--- config.mk ---
export PLATFORM = sky130hd
export DESIGN_NAME = eep_slave
export DESIGN_NICKNAME = d
export VERILOG_FILES = /design/src/core/eep_pkg.sv /design/src/core/eep_fifo.sv /design/src/core/eep_slave.sv
export VERILOG_INCLUDE_DIRS = /design/src /design/src/core
export SDC_FILE = /design/constraint.sdc
export NUM_CORES = 2
export LEC_CHECK = 0
export BUFFER_PORTS_ARGS = -buffer_cell sky130_fd_sc_hd__buf_2
export CAP_MARGIN = 10
export CORE_UTILIZATION = 57
export CTS_BUF_LIST = sky130_fd_sc_hd__clkbuf_16
export DETAILED_ROUTE_END_ITERATION = 8
export PLACE_DENSITY = 0.75
export REMOVE_ABC_BUFFERS = 1
export SLEW_MARGIN = 30
export SYNTH_ARGS = -nofsm -noshare
export SYNTH_HDL_FRONTEND = slang
export SYNTH_MEMORY_MAX_BITS = 65536
export SYNTH_SLANG_ARGS = --single-unit
--- constraint.sdc ---
create_clock -name sys_clk -period 6.5 [get_ports sys_clk]
set_input_delay 0.65 -clock sys_clk [delete_from_list [all_inputs] [get_ports sys_clk]]
set_output_delay 0.65 -clock sys_clk [all_outputs]
set_load 0.02 [all_outputs]
--- src/core/eep_cfg.svh ---
`ifndef EEP_CFG_SVH
`define EEP_CFG_SVH
`define EEP_CLK_MHZ       50
`define EEP_GLITCH_NS     50
`define EEP_GLITCH_CYC    ((`EEP_GLITCH_NS * `EEP_CLK_MHZ + 999) / 1000)
`define EEP_DEV_CODE      4'ha
`define EEP_SEL_LOC       9'h109
`define EEP_LOAD_MS       10
`define EEP_LOAD_CYC      (`EEP_LOAD_MS * 1000 * `EEP_CLK_MHZ)
`define EEP_TWC_MS        5
`define EEP_TWC_CYC       (`EEP_TWC_MS * 1000 * `EEP_CLK_MHZ)
`define EEP_LAST_ADDR     9'h1ff
`define EEP_PAGE_BYTES    8
`define EEP_FIFO_DEPTH    16
`endif

--- src/core/eep_pkg.sv ---
package eep_pkg;
  typedef enum logic [2:0] {
    EEP_IDLE, EEP_DEVADR, EEP_ADRHI, EEP_ADRLO, EEP_WDATA, EEP_RDATA,
    EEP_RACK
  } eep_state_t;
endpackage : eep_pkg

--- src/core/eep_fifo.sv ---
`timescale 1ns/1ps
`default_nettype none
module eep_fifo #(
  parameter int WIDTH = 17,
  parameter int DEPTH = 16
) (
  input  wire logic             sys_clk,
  input  wire logic             nrst,
  input  wire logic             clr,
  input  wire logic             in_valid,
  output logic                  in_ready,
  input  wire logic [WIDTH-1:0] in_data,
  output logic                  out_valid,
  input  wire logic             out_ready,
  output logic      [WIDTH-1:0] out_data
);
  localparam int AW = $clog2(DEPTH);
  logic [WIDTH-1:0] mem [DEPTH];
  logic [AW:0]      wr_reg;
  logic [AW:0]      rd_reg;
  assign in_ready  = (wr_reg - rd_reg) != (AW+1)'(DEPTH);
  assign out_valid = wr_reg != rd_reg;
  assign out_data  = mem[rd_reg[AW-1:0]];
  always_ff @(posedge sys_clk) begin
    if (in_valid && in_ready) begin
      mem[wr_reg[AW-1:0]] <= in_data;
    end
  end
  always_ff @(posedge sys_clk or negedge nrst) begin
    if (!nrst) begin
      wr_reg <= '0;
      rd_reg <= '0;
    end else if (clr) begin
      wr_reg <= '0;
      rd_reg <= '0;
    end else begin
      if (in_valid && in_ready) wr_reg <= wr_reg + 1'b1;
      if (out_valid && out_ready) rd_reg <= rd_reg + 1'b1;
    end
  end
endmodule : eep_fifo
`default_nettype wire

--- src/core/eep_slave.sv ---
`timescale 1ns/1ps
`default_nettype none
`include "eep_cfg.svh"
module eep_slave
  import eep_pkg::*;
#(
  parameter int LOAD_CYC = `EEP_LOAD_CYC,
  parameter int TWC_CYC  = `EEP_TWC_CYC
) (
  input  wire logic sys_clk,
  input  wire logic nrst,
  input  wire logic scl_in,
  input  wire logic sda_in,
  output logic      sda_out,
  output logic      sda_oe,
  output logic      busy,
  output logic      loading
);
  localparam int GC = `EEP_GLITCH_CYC;
  logic [7:0] mem [512];
  logic [2:0] scl_sync;
  logic [2:0] sda_sync;
  logic [2:0] scl_cnt;
  logic [2:0] sda_cnt;
  logic       scl_reg;
  logic       sda_reg;
  logic       scl_d;
  logic       sda_d;
  // Three stages; first flop only feeds the second
  always_ff @(posedge sys_clk or negedge nrst) begin
    if (!nrst) begin
      scl_sync <= 3'h7;
      sda_sync <= 3'h7;
    end else begin
      scl_sync <= {scl_sync[1:0], scl_in};
      sda_sync <= {sda_sync[1:0], sda_in};
    end
  end
  // A level must persist GC cycles before it is accepted
  always_ff @(posedge sys_clk or negedge nrst) begin
    if (!nrst) begin
      scl_cnt <= 3'h0;
      sda_cnt <= 3'h0;
      scl_reg <= 1'b1;
      sda_reg <= 1'b1;
    end else begin
      if (scl_sync[2] != scl_sync[1] || scl_sync[2] == scl_reg)
        scl_cnt <= 3'h0;
      else if (scl_cnt == 3'(GC - 1))
        scl_reg <= scl_sync[2];
      else
        scl_cnt <= scl_cnt + 3'h1;
      if (sda_sync[2] != sda_sync[1] || sda_sync[2] == sda_reg)
        sda_cnt <= 3'h0;
      else if (sda_cnt == 3'(GC - 1))
        sda_reg <= sda_sync[2];
      else
        sda_cnt <= sda_cnt + 3'h1;
    end
  end
  always_ff @(posedge sys_clk or negedge nrst) begin
    if (!nrst) begin
      scl_d <= 1'b1;
      sda_d <= 1'b1;
    end else begin
      scl_d <= scl_reg;
      sda_d <= sda_reg;
    end
  end
  logic scl_rise;
  logic scl_fall;
  logic start_ev;
  logic stop_ev;
  assign scl_rise = scl_reg && !scl_d;
  assign scl_fall = !scl_reg && scl_d;
  assign start_ev = scl_reg && scl_d && sda_d && !sda_reg;
  assign stop_ev  = scl_reg && scl_d && !sda_d && sda_reg;

  // Select code load LOAD_CYC cycles after reset release
  logic [31:0] load_cnt;
  logic [2:0]  slave_select_compare_reg;
  always_ff @(posedge sys_clk or negedge nrst) begin
    if (!nrst) begin
      load_cnt                 <= 32'h0;
      loading                  <= 1'b1;
      slave_select_compare_reg <= 3'h0;
    end else if (loading) begin
      if (load_cnt == 32'(LOAD_CYC - 1)) begin
        loading                  <= 1'b0;
        slave_select_compare_reg <= mem[`EEP_SEL_LOC][2:0];
      end else begin
        load_cnt <= load_cnt + 32'h1;
      end
    end
  end

  eep_state_t  state_reg;
  logic [3:0]  bit_cnt;
  logic [7:0]  shift_reg;
  logic [7:0]  adr_hi_reg;
  logic [8:0]  ctr_reg;
  logic [3:0]  data_cnt;
  logic        ack_phase;
  logic        ack_val;
  logic        master_ack;
  logic        twc_start;
  logic [31:0] twc_cnt;
  logic        fifo_in_ready;
  logic        fifo_out_valid;
  logic [16:0] fifo_out;
  logic        fifo_wr;
  logic        drain;
  logic [7:0]  rd_byte;
  logic [7:0]  byte_in;

  assign byte_in = {shift_reg[6:0], sda_reg};

  // Write cycle timer; pending bytes drain into the array meanwhile
  always_ff @(posedge sys_clk or negedge nrst) begin
    if (!nrst) begin
      busy    <= 1'b0;
      twc_cnt <= 32'h0;
    end else if (twc_start) begin
      busy    <= 1'b1;
      twc_cnt <= 32'h0;
    end else if (busy) begin
      if (twc_cnt >= 32'(TWC_CYC - 1) && !fifo_out_valid)
        busy <= 1'b0;
      else
        twc_cnt <= twc_cnt + 32'h1;
    end
  end
  assign drain = busy;
  // Erased image with the factory select code 0; the array has no reset
  initial begin
    for (int i = 0; i < 512; i++) mem[i] = 8'hff;
    mem[`EEP_SEL_LOC] = 8'h00;
  end
  // Bytes land in order, so a repeated location keeps the last one
  always @(posedge sys_clk) begin
    if (drain && fifo_out_valid)
      mem[fifo_out[16:8]] <= fifo_out[7:0];
  end

  eep_fifo #(.WIDTH(17), .DEPTH(`EEP_FIFO_DEPTH)) u_fifo (
    .sys_clk   (sys_clk),
    .nrst      (nrst),
    .clr       (1'b0),
    .in_valid  (fifo_wr),
    .in_ready  (fifo_in_ready),
    .in_data   ({ctr_reg, byte_in}),
    .out_valid (fifo_out_valid),
    .out_ready (drain),
    .out_data  (fifo_out)
  );

  assign rd_byte = mem[ctr_reg];
  // A ninth byte is refused (nack) so the FIFO takes at most one page per start condition
  assign fifo_wr = scl_rise && !ack_phase && state_reg == EEP_WDATA &&
                   bit_cnt == 4'h7 && fifo_in_ready &&
                   data_cnt < 4'(`EEP_PAGE_BYTES);

  always_ff @(posedge sys_clk or negedge nrst) begin
    if (!nrst) begin
      state_reg  <= EEP_IDLE;
      bit_cnt    <= 4'h0;
      shift_reg  <= 8'h00;
      adr_hi_reg <= 8'h00;
      ctr_reg    <= 9'h000;
      data_cnt   <= 4'h0;
      ack_phase  <= 1'b0;
      ack_val    <= 1'b1;
      master_ack <= 1'b1;
      twc_start  <= 1'b0;
    end else begin
      twc_start <= 1'b0;
      if (stop_ev) begin
        if (state_reg == EEP_WDATA && data_cnt != 4'h0 && !busy)
          twc_start <= 1'b1;
        state_reg <= EEP_IDLE;
        ack_phase <= 1'b0;
      end else if (start_ev) begin
        state_reg <= loading ? EEP_IDLE : EEP_DEVADR;
        bit_cnt   <= 4'h0;
        ack_phase <= 1'b0;
        data_cnt  <= 4'h0;
      end else if (scl_rise && !ack_phase) begin
        case (state_reg)
          EEP_RACK: begin
            master_ack <= sda_reg;
            state_reg  <= sda_reg ? EEP_IDLE : EEP_RDATA;
            bit_cnt    <= 4'h0;
          end
          EEP_RDATA: begin
            bit_cnt <= bit_cnt + 4'h1;
          end
          EEP_IDLE: begin
          end
          default: begin
            shift_reg <= byte_in;
            bit_cnt   <= bit_cnt + 4'h1;
            if (bit_cnt == 4'h7) begin
              ack_phase <= 1'b1;
              ack_val   <= 1'b1;
              case (state_reg)
                EEP_DEVADR: begin
                  if (byte_in[7:4] == `EEP_DEV_CODE &&
                      byte_in[3:1] == slave_select_compare_reg) begin
                    if (busy)
                      ack_val <= 1'b1;
                    else
                      ack_val <= 1'b0;
                  end
                end
                EEP_ADRHI: ack_val <= 1'b0;
                EEP_ADRLO: ack_val <= 1'b0;
                EEP_WDATA: ack_val <= !fifo_wr;
                default:   ack_val <= 1'b1;
              endcase
            end
          end
        endcase
      end else if (scl_fall && ack_phase && bit_cnt == 4'h8) begin
        // Ack bit driven for the ninth clock
        bit_cnt <= 4'h9;
      end else if (scl_fall && ack_phase && bit_cnt == 4'h9) begin
        ack_phase <= 1'b0;
        bit_cnt   <= 4'h0;
        if (ack_val) begin
          // A refused ninth byte keeps the page so the stop still programs
          state_reg <= (state_reg == EEP_WDATA) ? EEP_WDATA : EEP_IDLE;
        end else begin
          case (state_reg)
            EEP_DEVADR:
              state_reg <= shift_reg[0] ? EEP_RDATA : EEP_ADRHI;
            EEP_ADRHI: begin
              adr_hi_reg <= shift_reg;
              state_reg  <= EEP_ADRLO;
            end
            EEP_ADRLO: begin
              ctr_reg   <= {adr_hi_reg[0], shift_reg};
              state_reg <= EEP_WDATA;
            end
            EEP_WDATA: begin
              data_cnt <= data_cnt + 4'h1;
              ctr_reg  <= {ctr_reg[8:3], ctr_reg[2:0] + 3'h1};
            end
            default: state_reg <= EEP_IDLE;
          endcase
        end
      end else if (state_reg == EEP_RDATA && scl_fall && bit_cnt == 4'h8) begin
        ctr_reg   <= ctr_reg + 9'h001;
        state_reg <= EEP_RACK;
      end
    end
  end

  // Open-drain drive: pull low only; released on start, stop and other SCL falls
  always_ff @(posedge sys_clk or negedge nrst) begin
    if (!nrst) begin
      sda_oe <= 1'b0;
    end else if (stop_ev || start_ev) begin
      sda_oe <= 1'b0;
    end else if (scl_fall) begin
      if (ack_phase && bit_cnt == 4'h8)
        sda_oe <= !ack_val;
      else if (ack_phase && bit_cnt == 4'h9 && state_reg == EEP_DEVADR &&
               !ack_val && shift_reg[0])
        sda_oe <= !rd_byte[7];
      else if (state_reg == EEP_RDATA && bit_cnt < 4'h8 &&
               !(ack_phase && bit_cnt == 4'h9))
        sda_oe <= !rd_byte[3'(7 - bit_cnt)];
      else
        sda_oe <= 1'b0;
    end
  end
  // A read right after an acked address needs bit 7 on the first fall
  assign sda_out = 1'b0;

  p_busy_after_stop: assert property (@(posedge sys_clk) disable iff (!nrst)
    $rose(busy) |-> $past(twc_start))
    else $error("busy rose without a stop");
  a_busy_after_stop: assert property (@(posedge sys_clk) disable iff (!nrst)
    twc_start |=> busy)
    else $error("write cycle did not start");
  a_no_drive_loading: assert property (@(posedge sys_clk) disable iff (!nrst)
    loading |-> !sda_oe)
    else $error("sda driven while loading");
  a_page_wrap: assert property (@(posedge sys_clk) disable iff (!nrst)
    (state_reg == EEP_WDATA && $past(state_reg) == EEP_WDATA &&
     $changed(ctr_reg)) |->
      ctr_reg[8:3] == $past(ctr_reg[8:3]))
    else $error("page write left its page");
  a_page_limit: assert property (@(posedge sys_clk) disable iff (!nrst)
    data_cnt <= 4'h8)
    else $error("more than eight bytes accepted");
  a_no_empty_write: assert property (@(posedge sys_clk) disable iff (!nrst)
    twc_start |-> $past(data_cnt) != 4'h0)
    else $error("write cycle with no data");
  a_busy_nack: assert property (@(posedge sys_clk) disable iff (!nrst)
    (busy && ack_phase && state_reg == EEP_DEVADR) |-> ack_val)
    else $error("acked while busy");
  a_read_inc: assert property (@(posedge sys_clk) disable iff (!nrst)
    (state_reg == EEP_RDATA && scl_fall && bit_cnt == 4'h8) |=>
      ctr_reg == $past(ctr_reg) + 9'h001)
    else $error("read counter not advanced");
  c_write: cover property (@(posedge sys_clk) twc_start);
  c_read: cover property (@(posedge sys_clk) state_reg == EEP_RACK);
  c_wrap: cover property (@(posedge sys_clk)
    state_reg == EEP_RDATA && ctr_reg == 9'h000);
endmodule : eep_slave
`default_nettype wire

==> flow_summary.toml <==
[outcome]
status = "finished with violations"
violations = "design-rule violations"

[timing]
finClkSkew_ns = 0.0702
fmax_mhz = 162
fin_crit_sh_pct = 94.9
max_slew_margin_pct = 21.5
slew_violations = 0
finalHoldViolCount = 0
rsz0062_at_grt = "false"
hold_slack_ns = 0.221
finalSetupViolations = 0
post-route-min-period_ns = 6.17
tightest_slew_ns = 1.17

[pwr]
power_density_mw_per_mm2 = 289
cellLeakagePower_nw = 56.8
power_mw = 57.0
ir_worst_vdd_mv = 0.255

[synth]
yosysUniqueCellTypes = 96
syn_area_per_cell_um2 = 20.0
ys_warn_count = 0
seq_area_frac_synth_pct = 75.8
synthArstFlopShare_pct = 2.85
synth_ff_type = "edfxtp_1"
synthTopCellsByArea = "edfxtp_1, mux4_2, mux2i_1"
syn_inst = 8845
synth_top_area_cell = "edfxtp_1"
synth-edff-count = 4368
ys_ff_latch = 4496
yosysTopAreaCellShare_pct = 74.0
synth_area_mm2 = 0.177

[grt]
antenna_found_initial = 34
grt-ovfl-total = 0
grt_max_degree = 185
grt_pass1_vias = 93900
grt_use_total_pct = 32.8
grt_pass1_wl_um = 721000

[layout]
instances_no_fill = 13600
fillers = 19700
fin_nets = 9125
largest_reg_flops = 4096
drive_above_1_share_pct = 21.1
area_growth_pct = 11.1
final_cell_area_mm2 = 0.197

[worst_setup_path]
cp-end-kind = "register"
path_cells = "buf_4, buf_4, mux4_2, a21oi_1, a22oi_1, a211oi_1, nor3_1, a311oi_1, nor4_1, buf_4, a221o_1, a31oi_1, o21a_1"
crit_type = "reg -> reg"
crit_path_max_fanout = 39
cpMostUsedCell = "buf_4"
critPathLaunchType = "register"
critPathTopFamily = "compound AO/OA/AOI/OAI gates"
critPathArrivalTime_ns = 7.07
cp_num_buf_inv = 3
cpPeakStageDelay_ns = 0.96
crit_required_ns = 7.40
slowest_stage = "dfrtp_4"

[route]
wl_per_cell_um = 37.9
drc = 6
drtIter0Drc = 17100
vias_per_cell = 7.10
routed_wl_um = 516000
dr.pass1.iters = 9
final_antenna_net_count = 0
vias = 96700

[clocking]
ctsResizeCount = 0
cts.clk_slew.worst_paths_ns = 0.06
clock_latency_ns = 1.02
htree_levels = 5
cts_root_buf = "clkbuf_16"
cts_tree = "done"
cts-buffers-inserted = 435
clockBufferDepth = 4
clock_sinks = 4496

[placed_design]
placed_cell_area_mm2 = 0.183
hpwl_um = 311000
numPlacedInstances = 12800
place.gp.congestion = 0.972
portBuffers = 6

[floorplanning]
start_util_pct = 57.3
die_area_mm2 = 0.313
core_area_mm2 = 0.309
fp.dieH_um = 560
ios = 8
die_w_um = 560
fp-row-count = 204

[job]
cap_violations = 0

[min_path]
min_path_type = "in -> async"
-- kinds of logic (layout without fill, tap and decap cells) --
logic type,count (synthesis),count (layout),synth area share (%)
simple gates,1375,1375,3.38
compound gates,862,862,3.33
other cells,1,37,0.00212
fa+ha+maj,20,20,0.141
buf+inv,570,1184,2.13
mux,1446,1446,14.8
xor+xnor,75,75,0.371
flops,4496,4496,75.8
-- area by class of cell --
| type | count | area, µm² | share of cell area, % |
|---|---|---|---|
| Multi-Input combinational cell | 3779 | 39500 | 20.0 |
| Clock inverter | 355 | 3200 | 1.63 |
| Antenna cell | 36 | 90.1 | 0.0457 |
| Tap cell | 4120 | 5150 | 2.62 |
| Inverter | 35 | 144 | 0.0730 |
| Clock buffer | 440 | 11000 | 5.59 |
| Timing Repair Buffer | 354 | 3540 | 1.80 |
| Sequential cell | 4496 | 134000 | 68.2 |
-- final timing paths --
check / startpoint / to / slack (ns) / cells past startpoint
max: ctr_reg[1] / sda_oe / 0.33 / 13
min: nrst / load_cnt[6] / 0.22 / 2
max reg2reg: ctr_reg[1] / sda_oe / 0.33 / 13
min reg2reg: sda_sync[0] / sda_sync[1] / 0.36 / 0
max in group asynchronous: nrst / ctr_reg[6] / 5.11 / 3
min in group sys_clk: scl_in / scl_sync[0] / 0.32 / 2
-- synth_stat cells, types with 69 or more instances --
cell / n
dfrtp_1: 116
mux2i_1: 479
clkbuf_1: 181
nor2_1: 663
o221ai_1: 119
edfxtp_1: 4368
a22oi_1: 82
buf_6: 69
buf_2: 146
nand3_1: 83
mux4_2: 880
nand2_1: 329
o21ai_0: 113
o22ai_1: 110
a21oi_1: 177
-- cells in the final DEF (no fill, tap or decap), types with 20 or more instances in the layout --
cell       Yosys  layout
o221ai_1     119     119
mux2_2        40      40
mux2i_1      479     479
a22oi_1       82      82
buf_4         43     275
nand2_1      329     310
a21oi_1      177     177
a31oi_1       50      50
clkinv_2       0      79
nand3_1       83      83
clkbuf_16      0     440
buf_12        15      67
mux4_2       880     872
and3_1        30      30
xor2_1        40      40
mux4_1        47      47
nand4_1       38      38
a211oi_1      39      38
dfrtp_1      116     107
and2_1        34      24
xnor2_1       35      35
o22ai_1      110     110
diode_2        0      36
edfxtp_1    4368    4368
clkinv_1       2      97
nor2_1       663     649
o21ai_0      113     111
ha_1          20      20
bufinv_16      0      49
nor3_1        67      66
inv_1         31     116
nand2b_1      27      25
nor4_1        22      21
-- through the flow --
step,setup TNS [ns],setup slack [ns],util (%)
finish,0,0.332,63.7
CTS,0,0.857,63.7
floorplan,-6312.90,-42.97,-
global placement,0,0.850,59.0
global route,0,0.485,63.7
detailed placement,0,0.914,59.1
-- repair_timing --
action                                 CTS  global route
hold buffers                             3             0
endpoints found under the hold margin   64             0
setup buffers                            0             0
-- worst reg2reg max path, stage by stage (launching register included) --
cell,delay (ns)
dfrtp_4,0.96
buf_4,0.41
buf_4,0.40
mux4_2,0.57
a21oi_1,0.78
a22oi_1,0.22
a211oi_1,0.29
nor3_1,0.17
a311oi_1,0.56
nor4_1,0.15
buf_4,0.22
a221o_1,0.35
a31oi_1,0.83
o21a_1,0.19
-- where the power goes --
| part | switching (mW) | leakage (nW) | internal [mW] |
|---|---|---|---|
| combinational | 0.182 | 12.0 | 0.0777 |
| clock | 11.0 | 7.26 | 14.3 |
| sequential | 0.137 | 37.5 | 31.4 |
| total | 11.3 | 56.8 | 45.7 |
-- routing by layer --
metal,vias up,part of all wire [%],track usage [%]
met3,1658,15,9.79
met5,-,0.072,0.473
met4,28,7.1,20.2
met2,8576,44,48.0
met1,49500,33,43.7
li1,36900,-,-
(Power assumes the default switching activity.)
